<file path="config.mk">
export PLATFORM = sky130hd
export DESIGN_NAME = lfm_fault_manager
export DESIGN_NICKNAME = d
export VERILOG_FILES = /design/src/lfm_pkg.sv /design/src/lfm_sync.sv /design/src/lfm_timer.sv /design/src/lfm_fault_manager.sv
export SDC_FILE = /design/constraint.sdc
export NUM_CORES = 1
export LEC_CHECK = 0
export BUFFER_PORTS_ARGS = -buffer_cell sky130_fd_sc_hd__buf_2
export CAP_MARGIN = 20
export CORE_ASPECT_RATIO = 1.75
export CORE_MARGIN = 1.5
export CORE_UTILIZATION = 45
export CTS_CLUSTER_DIAMETER = 60
export DETAILED_ROUTE_END_ITERATION = 12
export GPL_ROUTABILITY_DRIVEN = 0
export GPL_TIMING_DRIVEN = 0
export SLEW_MARGIN = 15
export SYNTH_ARGS = -nofsm -noshare
export SYNTH_HDL_FRONTEND = slang
export SYNTH_SLANG_ARGS = --single-unit
</file>
<file path="constraint.sdc">
create_clock -name clock -period 3.3 [get_ports clock]
set_clock_uncertainty 0.15 [all_clocks]
set_input_delay 0.165 -clock clock [delete_from_list [all_inputs] [get_ports clock]]
set_output_delay 0.165 -clock clock [all_outputs]
set_load 0.02 [all_outputs]
</file>
<file path="src/lfm_pkg.sv">
// Constants and types for the LED driver fault manager
package lfm_pkg;
  localparam int unsigned CLK_HZ = 20_000_000;
  localparam int unsigned EN_OFF_MS = 16;
  localparam int unsigned EN_OFF_CYC = EN_OFF_MS * (CLK_HZ / 1000);
  localparam int unsigned SUPPLY_LOCKOUT_FILT_US = 50;
  localparam int unsigned SUPPLY_LOCKOUT_FILT_CYC = SUPPLY_LOCKOUT_FILT_US * (CLK_HZ / 1_000_000);
  localparam int unsigned IN_TRIP_NS = 3000;
  localparam int unsigned IN_TRIP_CYC = IN_TRIP_NS / (1_000_000_000 / CLK_HZ);
  localparam int unsigned PRIMARY_LIM_MV = 210;
  localparam int unsigned SECONDARY_PCT = 40;
  localparam int unsigned INPUT_TRIP_MV = 98;
  localparam int unsigned LED_CH = 6;
  localparam int unsigned STARTUP_MASK_CYC = 64;
  localparam int unsigned SYNC_STAGES = 2;
  typedef enum logic [2:0] {
    LFM_OFF = 3'h0,
    LFM_SHORT_CHK = 3'h1,
    LFM_SOFT = 3'h2,
    LFM_RUN = 3'h3,
    LFM_LATCHED = 3'h4
  } lfm_state_t;
endpackage : lfm_pkg

</file>
<file path="src/lfm_sync.sv">
// Two-stage synchroniser for pin-level inputs
`timescale 1ns/10ps
module lfm_sync #(
  parameter int unsigned WIDTH = 1
) (
  // Clock and reset
  input wire logic clock,
  input wire logic arst_n,
  // Data
  input wire logic [WIDTH-1:0] din,
  output logic [WIDTH-1:0] dout
);
  import lfm_pkg::*;
  logic [WIDTH-1:0] meta_reg;
  initial
  begin
    if (WIDTH < 1) $error("lfm_sync width must be at least one");
  end
  // First stage feeds only the second
  always_ff @(posedge clock or negedge arst_n)
  begin
    if (!arst_n)
    begin
      meta_reg <= '0;
      dout <= '0;
    end
    else
    begin
      meta_reg <= din;
      dout <= meta_reg;
    end
  end
endmodule : lfm_sync

</file>
<file path="src/lfm_timer.sv">
// Qualified duration counter, restarts when its condition drops
`timescale 1ns/10ps
module lfm_timer #(
  parameter int unsigned COUNT = 16
) (
  // Clock and reset
  input wire logic clock,
  input wire logic arst_n,
  // Condition and result
  input wire logic cond,
  output logic expired
);
  import lfm_pkg::*;
  localparam int unsigned W = $clog2(COUNT + 1);
  logic [W-1:0] cnt_reg;
  initial
  begin
    if (COUNT < 1) $error("lfm_timer count must be at least one");
  end
  always_ff @(posedge clock or negedge arst_n)
  begin
    if (!arst_n)
      cnt_reg <= '0;
    else if (!cond)
      cnt_reg <= '0;
    else if (cnt_reg != W'(COUNT))
      cnt_reg <= cnt_reg + W'(1);
  end
  always_ff @(posedge clock or negedge arst_n)
  begin
    if (!arst_n)
      expired <= 1'b0;
    else
      expired <= cond && (cnt_reg >= W'(COUNT - 1));
  end
endmodule : lfm_timer

</file>
<file path="src/lfm_fault_manager.sv">
// Fault supervision for a boost LED driver
`timescale 1ns/10ps
module lfm_fault_manager #(
  parameter int unsigned EN_OFF_COUNT = lfm_pkg::EN_OFF_CYC,
  parameter int unsigned SUPPLY_LOCKOUT_COUNT = lfm_pkg::SUPPLY_LOCKOUT_FILT_CYC,
  parameter int unsigned MASK_COUNT = lfm_pkg::STARTUP_MASK_CYC,
  parameter int unsigned LEDS = lfm_pkg::LED_CH
) (
  // Clock and reset
  input wire logic clock,
  input wire logic arst_n,
  // Controller pin
  input wire logic en_dim_pin,
  // Analog comparator outputs (asynchronous)
  input wire logic supply_above_rising,
  input wire logic supply_below_falling,
  input wire logic primary_switch_limit,
  input wire logic secondary_limit_threshold,
  input wire logic input_trip_threshold,
  input wire logic [LEDS-1:0] led_pin_short,
  // Switching cycle from oscillator
  input wire logic cycle_start,
  // Power stage controls
  output logic boost_gate_en,
  output logic disconnect_gate_en,
  output logic sinks_en,
  output logic soft_start_run,
  // Open-drain error line
  input wire logic fault_line_in,
  output logic fault_line_out,
  output logic fault_line_oe,
  // Status
  output logic [2:0] state_out
);
  import lfm_pkg::*;

  initial
  begin
    if (EN_OFF_COUNT < 2 || SUPPLY_LOCKOUT_COUNT < 2 || MASK_COUNT < 1 || LEDS < 1)
      $error("lfm_fault_manager parameters out of range");
    if (IN_TRIP_CYC < 3)
      $error("lfm_fault_manager clock too slow for input trip time");
  end

  localparam int unsigned NS = 5 + LEDS;
  localparam int unsigned MW = $clog2(MASK_COUNT + 1);

  logic [NS-1:0] raw_in;
  logic [NS-1:0] syn;
  logic en_s, rise_s, fall_s, plim_s, slim_s, itrip_s;
  logic [LEDS-1:0] led_short_s;
  logic en_off_long, supply_lockout_filtered;
  logic supply_ok_reg, shutdown_reg, en_prev_reg;
  logic slim_latch_reg, itrip_latch_reg, led_short_now;
  logic truncate_reg, first_high_reg;
  logic [MW-1:0] mask_cnt_reg;
  lfm_state_t state_reg, state_next;
  logic latch_any, clear_latches, en_rise, mask_active;

  // Fault line readback unused: this variant drives only
  assign raw_in = {led_pin_short, input_trip_threshold,
                   secondary_limit_threshold, primary_switch_limit,
                   supply_below_falling, supply_above_rising} ^
                  {NS{1'b0}};

  lfm_sync #(
    .WIDTH(NS)
  ) u_sync (
    .clock(clock),
    .arst_n(arst_n),
    .din(raw_in),
    .dout(syn)
  );

  logic en_sync;
  lfm_sync #(
    .WIDTH(1)
  ) u_sync_en (
    .clock(clock),
    .arst_n(arst_n),
    .din(en_dim_pin),
    .dout(en_sync)
  );

  assign en_s = en_sync;
  assign rise_s = syn[0];
  assign fall_s = syn[1];
  assign plim_s = syn[2];
  // Secondary comparator trips near 1.4x primary level
  assign slim_s = syn[3];
  // Input comparator trips at the 98 mV sense level
  assign itrip_s = syn[4];
  assign led_short_s = syn[NS-1:5];

  lfm_timer #(
    .COUNT(EN_OFF_COUNT)
  ) u_en_off (
    .clock(clock),
    .arst_n(arst_n),
    .cond(!en_s),
    .expired(en_off_long)
  );

  lfm_timer #(
    .COUNT(SUPPLY_LOCKOUT_COUNT)
  ) u_supply_lockout (
    .clock(clock),
    .arst_n(arst_n),
    .cond(fall_s),
    .expired(supply_lockout_filtered)
  );

  always_ff @(posedge clock or negedge arst_n)
  begin
    if (!arst_n)
      supply_ok_reg <= 1'b0;
    else if (supply_lockout_filtered)
      supply_ok_reg <= 1'b0;
    else if (rise_s)
      supply_ok_reg <= 1'b1;
  end

  // Shutdown after long low, left on next high
  always_ff @(posedge clock or negedge arst_n)
  begin
    if (!arst_n)
      shutdown_reg <= 1'b1;
    else if (en_off_long)
      shutdown_reg <= 1'b1;
    else if (en_s)
      shutdown_reg <= 1'b0;
  end

  always_ff @(posedge clock or negedge arst_n)
  begin
    if (!arst_n)
      en_prev_reg <= 1'b0;
    else
      en_prev_reg <= en_s;
  end

  assign en_rise = en_s && !en_prev_reg;
  // Lockout clears latches; only after the long low
  assign clear_latches = !supply_ok_reg || (shutdown_reg && en_rise);

  // Secondary limit latch, set wins over clear
  always_ff @(posedge clock or negedge arst_n)
  begin
    if (!arst_n)
      slim_latch_reg <= 1'b0;
    else if (slim_s && supply_ok_reg)
      slim_latch_reg <= 1'b1;
    else if (clear_latches)
      slim_latch_reg <= 1'b0;
  end

  // Input overcurrent latch, active even in startup
  always_ff @(posedge clock or negedge arst_n)
  begin
    if (!arst_n)
      itrip_latch_reg <= 1'b0;
    else if (itrip_s && supply_ok_reg)
      itrip_latch_reg <= 1'b1;
    else if (clear_latches)
      itrip_latch_reg <= 1'b0;
  end

  assign latch_any = slim_latch_reg || itrip_latch_reg;

  // Truncate on-time until next cycle begins
  always_ff @(posedge clock or negedge arst_n)
  begin
    if (!arst_n)
      truncate_reg <= 1'b0;
    else if (plim_s)
      truncate_reg <= 1'b1;
    else if (cycle_start)
      truncate_reg <= 1'b0;
  end

  // First dimming high until soft start begins
  always_ff @(posedge clock or negedge arst_n)
  begin
    if (!arst_n)
      first_high_reg <= 1'b1;
    else if (state_reg == LFM_OFF)
      first_high_reg <= 1'b1;
    else if (state_reg == LFM_SHORT_CHK && !(|led_short_s))
      first_high_reg <= 1'b0;
  end

  // Startup mask window, holds soft start before the move to run
  always_ff @(posedge clock or negedge arst_n)
  begin
    if (!arst_n)
      mask_cnt_reg <= '0;
    else if (state_reg != LFM_SOFT)
      mask_cnt_reg <= '0;
    else if (mask_cnt_reg != MW'(MASK_COUNT))
      mask_cnt_reg <= mask_cnt_reg + MW'(1);
  end
  assign mask_active = (state_reg == LFM_SOFT) &&
                       (mask_cnt_reg != MW'(MASK_COUNT));

  // Short flag follows next state
  // Taken from the next state so the flag drops with the move to soft start
  assign led_short_now = first_high_reg && (state_next == LFM_SHORT_CHK) &&
                         (|led_short_s);

  // Sequencer reacting to every monitored input except the primary limit
  always_comb
  begin
    state_next = state_reg;
    case (state_reg)
      LFM_OFF:
        if (supply_ok_reg && !shutdown_reg && en_s && !latch_any)
          state_next = LFM_SHORT_CHK;
      LFM_SHORT_CHK:
        if (!(|led_short_s))
          state_next = LFM_SOFT;
      LFM_SOFT:
        if (!mask_active)
          state_next = LFM_RUN;
      LFM_RUN:
        state_next = LFM_RUN;
      LFM_LATCHED:
        if (!latch_any)
          state_next = LFM_OFF;
      default:
        state_next = LFM_OFF;
    endcase
    if (latch_any)
      state_next = LFM_LATCHED;
    else if (!supply_ok_reg || shutdown_reg)
      state_next = LFM_OFF;
  end

  always_ff @(posedge clock or negedge arst_n)
  begin
    if (!arst_n)
      state_reg <= LFM_OFF;
    else
      state_reg <= state_next;
  end

  // Gate drive removed within a few clocks of the trip
  always_ff @(posedge clock or negedge arst_n)
  begin
    if (!arst_n)
      disconnect_gate_en <= 1'b0;
    else
      disconnect_gate_en <= !(itrip_s || slim_s) && !latch_any &&
                            (state_next != LFM_OFF) &&
                            (state_next != LFM_LATCHED);
  end

  // Sinks and boost held off during the short check
  always_ff @(posedge clock or negedge arst_n)
  begin
    if (!arst_n)
      sinks_en <= 1'b0;
    else
      sinks_en <= !(itrip_s || slim_s) &&
                  ((state_next == LFM_SOFT) || (state_next == LFM_RUN));
  end

  // Boost blanked only for the truncated cycle
  always_ff @(posedge clock or negedge arst_n)
  begin
    if (!arst_n)
      boost_gate_en <= 1'b0;
    else
      boost_gate_en <= !(itrip_s || slim_s || plim_s) &&
                       !(truncate_reg && !cycle_start) &&
                       ((state_next == LFM_SOFT) || (state_next == LFM_RUN));
  end

  always_ff @(posedge clock or negedge arst_n)
  begin
    if (!arst_n)
      soft_start_run <= 1'b0;
    else
      soft_start_run <= (state_next == LFM_SOFT);
  end

  // Open-drain error line, only ever pulls low
  always_ff @(posedge clock or negedge arst_n)
  begin
    if (!arst_n)
      fault_line_oe <= 1'b0;
    else
      fault_line_oe <= latch_any || led_short_now ||
                       (slim_s && supply_ok_reg) ||
                       (itrip_s && supply_ok_reg);
  end
  assign fault_line_out = 1'b0;

  always_ff @(posedge clock or negedge arst_n)
  begin
    if (!arst_n)
      state_out <= 3'h0;
    else
      state_out <= state_next;
  end

  logic unused_fault_in;
  assign unused_fault_in = fault_line_in ^ first_high_reg;
endmodule : lfm_fault_manager

</file>
After elaboration in Yosys (flattened, before gate mapping)
Index checks and enable logic that the tools add are counted.
- register bits: 77
- input bits: 16
- output and inout port bits: 9
- word-level logic and storage cells: 112
- add/subtract/negate cells: 3
- magnitude comparators: 2
- eq/ne operators: 12
- muxes and demuxes: 23
- reduce and logical (&&, ||, !) cells: 50
- operators with widths (kind ; count):
    19-bit two-way mux ; 2
    1-bit logical AND ; 20
    10-bit two-way mux ; 2
    19-bit by 1-bit adder with 19-bit output (second input constant) ; 1
    19-bit >= comparator (second input constant) ; 1
    19-bit != test (second input constant) ; 1
    2-bit nonzero test ; 8
    3-bit two-way mux ; 5
    7-bit two-way mux ; 2
    3-bit by 2-bit equality test with 1-bit output (second input constant) ; 4
    3-bit one-hot mux with 4 select lines ; 1
    1-bit two-way mux ; 11
    10-bit by 1-bit adder with 10-bit output (second input constant) ; 1
    10-bit >= comparator (second input constant) ; 1
    1-bit zero test ; 10
    10-bit != test (second input constant) ; 1
    1-bit logical OR ; 9
    7-bit by 1-bit adder with 7-bit output (second input constant) ; 1
    7-bit != test (second input constant) ; 1
    3-bit by 1-bit equality test with 1-bit output (second input constant) ; 2
    6-bit OR reduction ; 1
    3-bit zero test ; 1
    3-bit by 2-bit != test with 1-bit output (second input constant) ; 1
    3-bit != test (second input constant) ; 1
    2 further kinds ; 2

Longest topological paths before layout
Gate-level depths: netlist of the first run.
- depth in word-level cells: 14
- depth in mapped cells: 6
- gate-level depth less buffers: 6

By module
From an unflattened synthesis of the first run, not the netlist that was laid out.
- cell total of the unflattened synthesis: 289
- area total of the unflattened synthesis: 3324.4 um^2
- by module, submodules not included (module ; instances ; cells an instance ; area an instance (um^2) ; sequential area each (um^2)):
    lfm_timer at u_en_off ; 1 ; 117 ; 1154.9 ; 500.5
    lfm_fault_manager ; 1 ; 91 ; 1001.0 ; 553.0
    lfm_timer at u_supply_lockout ; 1 ; 57 ; 568.0 ; 275.3
    lfm_sync at u_sync ; 1 ; 22 ; 550.5 ; 550.5
    lfm_sync at u_sync_en ; 1 ; 2 ; 50.0 ; 50.0

Worst setup path before layout of the first run
Ideal clock, no wire load.
- kind: register to register
- start: register u_en_off.cnt_reg[16]
- end: register u_en_off.cnt_reg[1]
- setup time: 136 ps
- arrival: 1395 ps
- data required time: 3014 ps
- slack: 1619 ps
- cell stages (with the launch flop): 5
- path buffers: 0
- period minus slack after synthesis: 1681 ps
- cell sequence: dfrtp_1 > or2_2 > or4_1 > o21ai_0 > a21oi_1
- longest elaborated chain between the ends: 2
- ends and longest elaborated chain (item ; RTL line ; source):
    start: declaration ; lfm_timer.sv:15 ; logic [W-1:0] cnt_reg;
    start signal: assignment ; lfm_timer.sv:27 ; cnt_reg <= cnt_reg + W'(1);
    19-bit != test ; lfm_timer.sv:26 ; else if (cnt_reg != W'(COUNT))
    2-bit nonzero test (no line) ; - ;
No other way between the ends.
A chain may end at the register's enable or synchronous reset.

==> results.cfg, run 1 <==
[global_route]
grt_overflow = 0
grt_start_max_net_pins = 45
grt_antenna_before_repair = 0
grt_pass1_wl_um = 10100
grt_pass1_vias = 2269
grt_usage = 0.176

[floorplan]
num_rows = 40
start_util = 0.468
pin_count = 25
die_w_um = 67.3
core_area_um2 = 6960
die_area_um2 = 7780
die_h_um = 116

[drt]
via_per_inst = 5.28
drt-pass1-iter-count = 4
ant_nets = 0
wl_per_cell_um = 14.3
route.vias.total = 2224
drt_iter0_drc = 81
routed_wirelength_um = 6020
drc_errors = 0

[critical_path]
path_class = reg2reg
cp.arrival_ns = 2.04
endpoint_kind = register
worstPathRequired_ns = 3.41
crit_buf_inv = 0
critical_path.max_stage_delay_ns = 0.55
start_kind = register
rr_endpoint = boost_gate_en
cpLargestDelayFamily = simple AND/OR/NAND/NOR gates
r2r_slack_ns = 1.37
cp_max_fo = 7
critical_path.slowest_cell = or4_4
r2r_start = state_out[2]
worstPathCellList = or4_4 > nor4_1 > nor2b_1
ff2ff_path_depth = 3

[final_layout]
fill_cells = 577
largest_reg_flops = 19
drive_above_1_share = 0.166
final_core_util = 0.570
area_growth_pct = 21.8
antennaDiodeCount = 0
nets = 354

[cts]
cts_setup_buffers = 0
numCtsBuffers = 9
cts.sinks = 77
clockBufferDepth = 2
htree_levels = 3
clk_pin_slew_ns = 0.06
worstSkewPairLatency_ns = 0.33
cts_resized = 0
cts_tree = done
clockRootBuffer = clkbuf_16

[timing]
min_period_over_period = 0.586
finalSetupTns_ns = 0
setup_violations = 0
period_needed_ns = 1.93
tightest_slew_ns = 0.581
relSlewSlack = 0.609
rsz0062_at_grt = no
finalHoldViolCount = 0
slew_viol_final = 0
fmax_mhz = 517

[outcome]
outcome = finished, final reports clean

[power_and_ir_drop]
leakage_uw = 0.00178
p_comb_frac = 0.037
seqPwrFrac = 0.465
switching_share = 0.201
intPower_uw = 1680
switchingPower_uw = 424
power_density_nw_per_um2 = 531
clkPwrFrac = 0.498
ir_worst_vdd_uv = 308

[yosys]
ys_ff_latch = 77
synth-main-ff-cell = dfrtp_1
async_flop_share = 1.00
yosysTopAreaCell = dfrtp_1
synth_edf_count = 0
ys_types = 47
synth_top_cell_area_share = 0.576
ys_seq_area_frac = 0.592
yosysWarningCount = 0
postSynthCellCount = 284
syn_avg_cell_area_um2 = 11.5
synth_area_um2 = 3260
synth_area_leaders = dfrtp_1 58%, xnor2_1 4.0%, xor2_1 3.2%
synth_nets = 306

[hold_path]
min_path_type = in2async

[placement]
numPortBuffers = 22
dpl.hpwl_um = 4010

[flow_run]
maxCapViolations = 0
## synth_stat cells (5+ instances only)
library cell	n
xnor2_1	15
a21oi_1	13
dfrtp_1	75
and2_1	8
inv_1	13
and4_1	6
nor4_1	6
nor2_1	25
xor2_1	12
ha_1	6
nand4_1	10
nand2_1	8
and3_1	8
nor3_1	6
nor2b_1	5
nand3_1	16
## power groups by stage
stage	registers, uW	logic (uW)	clock network, uW
final	981	77.0	1050
after CTS	981	79.5	1080
after global routing	983	88.3	1120
after detailed placement	998	66.4	0
after global placement	997	60.6	0
after floorplan	994	27.1	0
## logic make-up after synthesis
kind of cell             Yosys count  synth area share
AND/OR/NAND/NOR                  116             0.213
XOR/XNOR                          27            0.0726
AO/OA/AOI/OAI                     34            0.0664
flip-flops                        77             0.592
buffers and inverters             23            0.0319
other                              1           0.00115
adder cells (fa/ha/maj)            6            0.0230
## metrics by stage
| stage | total power [uW] | instance area (um^2) | hold slack [ns] | std cells | worst slack [ns] |
|---|---|---|---|---|---|
| 2_1_floorplan | 1020 | 3260 | -0.281 | 284 | 1.62 |
| 3_3_place_gp | 1060 | 3470 | 0.123 | 390 | 1.34 |
| 3_5_place_dp | 1060 | 3500 | 0.00321 | 391 | 1.34 |
| 4_1_cts | 2140 | 3970 | 0.190 | 421 | 1.32 |
| 5_1_grt | 2190 | 3970 | 0.205 | 421 | 1.25 |
| 6_report | 2110 | 3970 | 0.176 | 421 | 1.37 |
## worst reg2reg max path, cell delays in order (launching register included)
cell	delay, ns
dfrtp_1	0.45
or4_4	0.55
nor4_1	0.52
nor2b_1	0.19
## per-layer routing
| metal | global-route usage | part of all wire |
|---|---|---|
| met5 | 0 | 0 |
| met4 | 0.0912 | 0.023 |
| met3 | 0.0447 | 0.025 |
| met2 | 0.307 | 0.54 |
| met1 | 0.191 | 0.41 |
## timing repair
action | CTS | global route
hold buffers | 14 | 0
hold endpoints to repair | 46 | 0
endpoints found under the setup margin | 0 | 0
## layout make-up
cell class                      instances  area (um^2)  share of cell area
Buffer                                 10         55.1              0.0139
Clock buffer                           11          243              0.0612
Clock inverter                          5         81.3              0.0205
Inverter                               13         48.8              0.0123
Multi-Input combinational cell        184         1220               0.309
Sequential cell                        77         1930               0.486
Tap cell                               84          105              0.0265
Timing Repair Buffer                   37          280              0.0706
## layout by cell type, fill, tap and decap left out, types with 4 or more instances in the layout
cell type      synthesis  routed
dfrtp_1               75      75
nor2_1                25      25
buf_2                  2      23
nand3_1               16      16
xnor2_1               15      15
dlygate4sd3_1          0      14
inv_1                 13      13
a21oi_1               13      13
xor2_1                12      12
nand4_1               10      10
clkbuf_16              0       9
and3_1                 8       8
and2_1                 8       8
nand2_1                8       8
nor4_1                 6       6
nor3_1                 6       6
and4_1                 6       6
ha_1                   6       6
clkbuf_1               4       5
nor2b_1                5       5
o21ai_0                4       4
o31ai_1                4       4
## worst max-delay path by stage
stage | start | endpoint | depth (start not counted)
6_report | state_out[2] | boost_gate_en | 3
3_5_place_dp | shutdown_reg | boost_gate_en | 4
3_3_place_gp | shutdown_reg | boost_gate_en | 4
4_1_cts | shutdown_reg | boost_gate_en | 4
5_1_grt | state_out[2] | boost_gate_en | 3
2_1_floorplan | u_en_off.cnt_reg[16] | u_en_off.cnt_reg[1] | 4
Power figures use the tool's default switching activity.
==> run 2, diff against run 1 <==
==> constraint.sdc (replaced) <==
create_clock -name clock -period 1.55 [get_ports clock]
set_clock_uncertainty 0.15 [all_clocks]
set_input_delay 0.0775 -clock clock [delete_from_list [all_inputs] [get_ports clock]]
set_output_delay 0.0775 -clock clock [all_outputs]
set_load 0.02 [all_outputs]
==> run 2 against run 1 <==
  * Power increased by 110%
  * Via count increased by 9.5%
  * Die area unchanged
  * Combinational power increased to 2.7 times the previous value
  * Hold slack got worse by 0.11 ns
  * Register-to-register slack got worse by 1.5 ns
  * The run now ends with setup timing left
  * Largest cell class unchanged
  * Non-clock buffer count increased by 38
  * Core utilization increased by 7.5 points
  * Global-route usage increased by 0.92 points
  * First-iteration DRC count decreased by 21%
==> results.cfg, run 2 (synthesized netlist as in run 1, its figures left out) <==
[drt]
drc_errors = 0
via_per_inst = 5.31
route.vias.total = 2436
ant_nets = 0
routed_wirelength_um = 6820
drt_iter0_drc = 64
drt-pass1-iter-count = 4
wl_per_cell_um = 14.9

[cts]
worstSkewPairLatency_ns = 0.34
clockRootBuffer = clkbuf_16
cts_tree = done
cts.sinks = 77
htree_levels = 3
numCtsBuffers = 9
clockBufferDepth = 2
clk_pin_slew_ns = 0.06

[final_layout]
final_common_cell = dfrtp_1
nets = 392
layout_common_cells = 64 x dfrtp_1, 42 x buf_4, 22 x buf_2
final_area_um2 = 4490
largest_reg_flops = 19
area_growth_pct = 37.8
antennaDiodeCount = 0
fin_cells = 459
drive_above_1_share = 0.397

[critical_path]
cpLargestDelayFamily = simple AND/OR/NAND/NOR gates
crit_buf_inv = 1
cp_max_fo = 5
critical_path.slowest_cell = nor4_4
worstPathCellList = nand4_1 > buf_4 > nor4_4 > a31o_2 > a21oi_1
ff2ff_path_depth = 5
endpoint_kind = register
path_class = reg2reg
start_kind = register
worstPathRequired_ns = 1.61
crit_cells = 5
cp.arrival_ns = 1.76
critical_path.max_stage_delay_ns = 0.42

[floorplan]
num_rows = 40
core_area_um2 = 6960
die_area_um2 = 7780
pin_count = 25
die_w_um = 67.3
die_h_um = 116
start_util = 0.468

[timing]
slew_viol_final = 0
finalHoldViolCount = 0
fmax_mhz = 589
rsz0062_at_grt = yes
setup_violations = 13
min_period_over_period = 1.10
period_needed_ns = 1.70
finalWorstSetupSlack_ns = -0.148

[placement]
dpl.hpwl_um = 3900
placedCellCount = 391
pre_cts_slack_ns = -0.214
placed_area_um2 = 3530
numPortBuffers = 22

[outcome]
violations = setup timing
outcome = finished with violations

[global_route]
grt_antenna_before_repair = 0
grt_pass1_wl_um = 10600
grt_overflow = 0
grt_start_max_net_pins = 48
grt_usage = 0.185
grt_pass1_vias = 2380

[power_and_ir_drop]
leakage_uw = 0.00200
ir_worst_vdd_uv = 640
power_density_nw_per_um2 = 988

[flow_run]
maxCapViolations = 0

[hold_path]
min_path_type = in2async
-- run 2: changes by cell type in the layout (fill, tap and decap cells not counted), sizes merged --
cell	before	now
buf	29	69
clkbuf	15	11
inv	14	17
bufinv	2	1
clkinv	1	2
clkinvlp	1	0
-- run 2: final timing paths --
kind / startpoint / end / slack [ns]
worst max-delay path: u_en_off.cnt_reg[9] / u_en_off.cnt_reg[15] / -0.15
worst min-delay path: arst_n / state_out[0] / 0.06
worst max register to register: u_en_off.cnt_reg[9] / u_en_off.cnt_reg[15] / -0.15
worst min register to register: u_sync.meta_reg[9] / u_sync.dout[9] / 0.20
max in group asynchronous: arst_n / shutdown_reg / 0.57
min in group clock: u_sync.meta_reg[9] / u_sync.dout[9] / 0.20
-- run 2: worst register-to-register path: cells and delay by family, from the launching register on --
family / cells / cell delay (ns)
flip-flops: 1 / 0.38
AO/OA/AOI/OAI: 2 / 0.27
buffers and inverters: 1 / 0.19
AND/OR/NAND/NOR: 2 / 0.58
-- run 2: area by class of cell --
class                   count  area [um^2]
clock buffers               9          225
repair buffers             77          588
plain buffers               8         58.8
well taps                  84          105
multi-input cells         184         1440
flip-flops and latches     77         1940
fillers                   528         2470
inverters                  13         48.8
clock inverters             7         78.8
-- run 2: through the flow --
step                hold WS, ns   util  TNS (ns)  power (uW)
floorplan                -0.368      -    -0.110        2180
global placement         0.0359  0.503    -21.26        2250
detailed placement       -0.103  0.507     -3.81        2270
CTS                      0.0730  0.607    -0.487        4480
global route              0.111  0.646     -2.35        4590
finish                   0.0640  0.646     -1.13        4440
-- run 2: where the power goes --
group | internal, uW | switching [uW]
Clock | 1270 | 873
Combinational | 100 | 107
Sequential | 2060 | 31.9
-- run 2: timing repair --
action                                  4_1_cts  5_1_grt
setup buffers                                22       18
hold buffers                                 14        0
endpoints found under the setup margin       28       26
resized for setup                            25       35
hold endpoints to repair                     90        0
pin swaps                                    14       20
-- run 2: metal layers --
| metal | up-vias | GRT usage | share of wire |
|---|---|---|---|
| li1 | 1167 | - | - |
| met1 | 1216 | 0.202 | 0.39 |
| met2 | 38 | 0.321 | 0.55 |
| met3 | 15 | 0.0427 | 0.028 |
| met4 | 0 | 0.106 | 0.031 |
| met5 | - | 0 | 0 |
==> run 3, diff against run 2 <==
--- a/config.mk
+++ b/config.mk
@@ -9,11 +9,13 @@
 export CAP_MARGIN = 20
 export CORE_ASPECT_RATIO = 1.75
 export CORE_MARGIN = 1.5
-export CORE_UTILIZATION = 45
+export CORE_UTILIZATION = 59
 export CTS_CLUSTER_DIAMETER = 60
+export CTS_CLUSTER_SIZE = 20
 export DETAILED_ROUTE_END_ITERATION = 12
 export GPL_ROUTABILITY_DRIVEN = 0
 export GPL_TIMING_DRIVEN = 0
+export PLACE_DENSITY = 0.79
 export SLEW_MARGIN = 15
 export SYNTH_ARGS = -nofsm -noshare
 export SYNTH_HDL_FRONTEND = slang
==> constraint.sdc (replaced) <==
create_clock -name clock -period 1.77 [get_ports clock]
set_clock_uncertainty 0.15 [all_clocks]
set_input_delay 0.0885 -clock clock [delete_from_list [all_inputs] [get_ports clock]]
set_output_delay 0.0885 -clock clock [all_outputs]
set_load 0.02 [all_outputs]
==> run 3 against run 2 <==
  * The run now ends clean
  * Worst setup slack improved by 0.15 ns
  * Cell area decreased by 12%
  * Clock-buffer cell count unchanged
  * Non-clock buffer count decreased by 32
  * Global-route usage increased by 4.6 points
  * Hold slack got worse by 0.033 ns
  * Register-to-register slack improved by 0.15 ns
  * Critical path depth unchanged
  * Highest routed layer unchanged
==> results.cfg, run 3 (synthesized netlist as in run 1, its figures left out) <==
[outcome]
outcome = finished, final reports clean

[global_route]
grt_start_max_net_pins = 49
grt_pass1_vias = 2358
grt_antenna_before_repair = 0
grt_overflow = 0
grt_usage = 0.231
grt_pass1_wl_um = 10400

[critical_path]
critical_path.slowest_cell = or4_1
endpoint_kind = register
cpLargestDelayFamily = simple AND/OR/NAND/NOR gates
worstPathRequired_ns = 1.91
worstPathCellList = and4_1 > buf_6 > nand4_4 > or4_1 > a21oi_1
cp.arrival_ns = 1.91
start_kind = register
cp_max_fo = 6
crit_buf_inv = 1
path_class = reg2reg
critical_path.max_stage_delay_ns = 0.54

[power_and_ir_drop]
switchingPower_uw = 873
ir_worst_vdd_uv = 679
seqPwrFrac = 0.553
leakage_uw = 0.00176
clkPwrFrac = 0.400
finalPower_uw = 3310
switching_share = 0.264
power_density_nw_per_um2 = 840
p_comb_frac = 0.047
intPower_uw = 2430

[drt]
route.vias.total = 2286
drc_errors = 0
ant_nets = 0
wl_per_cell_um = 14.8
drt_iter0_drc = 64
drt-pass1-iter-count = 4
routed_wirelength_um = 6160
via_per_inst = 5.48

[floorplan]
core_area_um2 = 5300
num_rows = 35
die_h_um = 101
die_w_um = 59.2
die_area_um2 = 5990
start_util = 0.615
pin_count = 25

[cts]
clockBufferDepth = 2
cts.sinks = 77
clk_pin_slew_ns = 0.09
numCtsBuffers = 9
worstSkewPairLatency_ns = 0.37
clockRootBuffer = clkbuf_8
htree_levels = 3
cts_tree = done

[placement]
pre_cts_slack_ns = -0.195
dpl.hpwl_um = 4000
numPortBuffers = 22
placedCellCount = 381

[timing]
finalWorstSetupSlack_ns = 0.00112
finalSetupTns_ns = 0
period_needed_ns = 1.77
min_period_over_period = 0.999
rsz0062_at_grt = yes
setup_violations = 0
fmax_mhz = 565
finalHoldViolCount = 0
slew_viol_final = 0

[hold_path]
min_path_type = in2async

[final_layout]
antennaDiodeCount = 0
largest_reg_flops = 19
drive_above_1_share = 0.227
layout_common_cells = 70 x dfrtp_1, 25 x nor2_1, 23 x buf_2
final_common_cell = dfrtp_1
nets = 360
fin_cells = 417
area_growth_pct = 20.9

[flow_run]
maxCapViolations = 0
## run 3: worst reg2reg max path: stages (launching register included)
cell,delay [ns]
dfrtp_1,0.45
and4_1,0.25
buf_6,0.11
nand4_4,0.08
or4_1,0.54
a21oi_1,0.13
## run 3: area by class of cell
cell class | instances | area (um^2)
flip-flops and latches | 77 | 1940
fillers | 384 | 1360
multi-input cells | 184 | 1270
repair buffers | 43 | 325
clock buffers | 9 | 124
well taps | 74 | 92.6
clock inverters | 7 | 76.3
plain buffers | 10 | 60.1
inverters | 13 | 48.8
## run 3: through the flow
stage	util	cell area [um^2]	hold slack (ns)
floorplan	-	3260	-0.357
global placement	0.653	3460	0.0469
detailed placement	0.659	3490	-0.106
CTS	0.728	3860	0.0352
global route	0.743	3940	0.0593
finish	0.743	3940	0.0314
## run 3: timing repair
action                                  4_1_cts  5_1_grt
hold buffers                                 14        0
setup buffers                                 1        5
endpoints found under the hold margin        90        0
endpoints found under the setup margin        5       14
resized for setup                             3       17
cloned                                        0        0
pin swaps                                     0        4
## run 3: worst paths after layout
path | to | from | cells after the start | slack, ns
setup / recovery | u_en_off.cnt_reg[14] | u_en_off.cnt_reg[3] | 5 | 0.001
min in group clock | u_sync_en.dout | u_sync_en.meta_reg | 0 | 0.20
max in group asynchronous | shutdown_reg | arst_n | 3 | 0.84
hold reg to reg | u_sync_en.dout | u_sync_en.meta_reg | 0 | 0.20
setup reg to reg | u_en_off.cnt_reg[14] | u_en_off.cnt_reg[3] | 5 | 0.001
hold / removal | state_out[1] | arst_n | 2 | 0.03
## run 3: power by group through the flow
stage	combinational [uW]	sequential [uW]	clock [uW]
after floorplan	50.6	1850	0
after global placement	109	1860	0
after detailed placement	121	1860	0
after CTS	149	1830	1350
after global routing	175	1830	1430
final	155	1830	1320
## run 3: per-layer routing
layer / part of all wire / track usage
met3: 0.032 / 0.0639
met5: 0 / 0
met2: 0.53 / 0.404
met4: 0.028 / 0.117
met1: 0.41 / 0.247
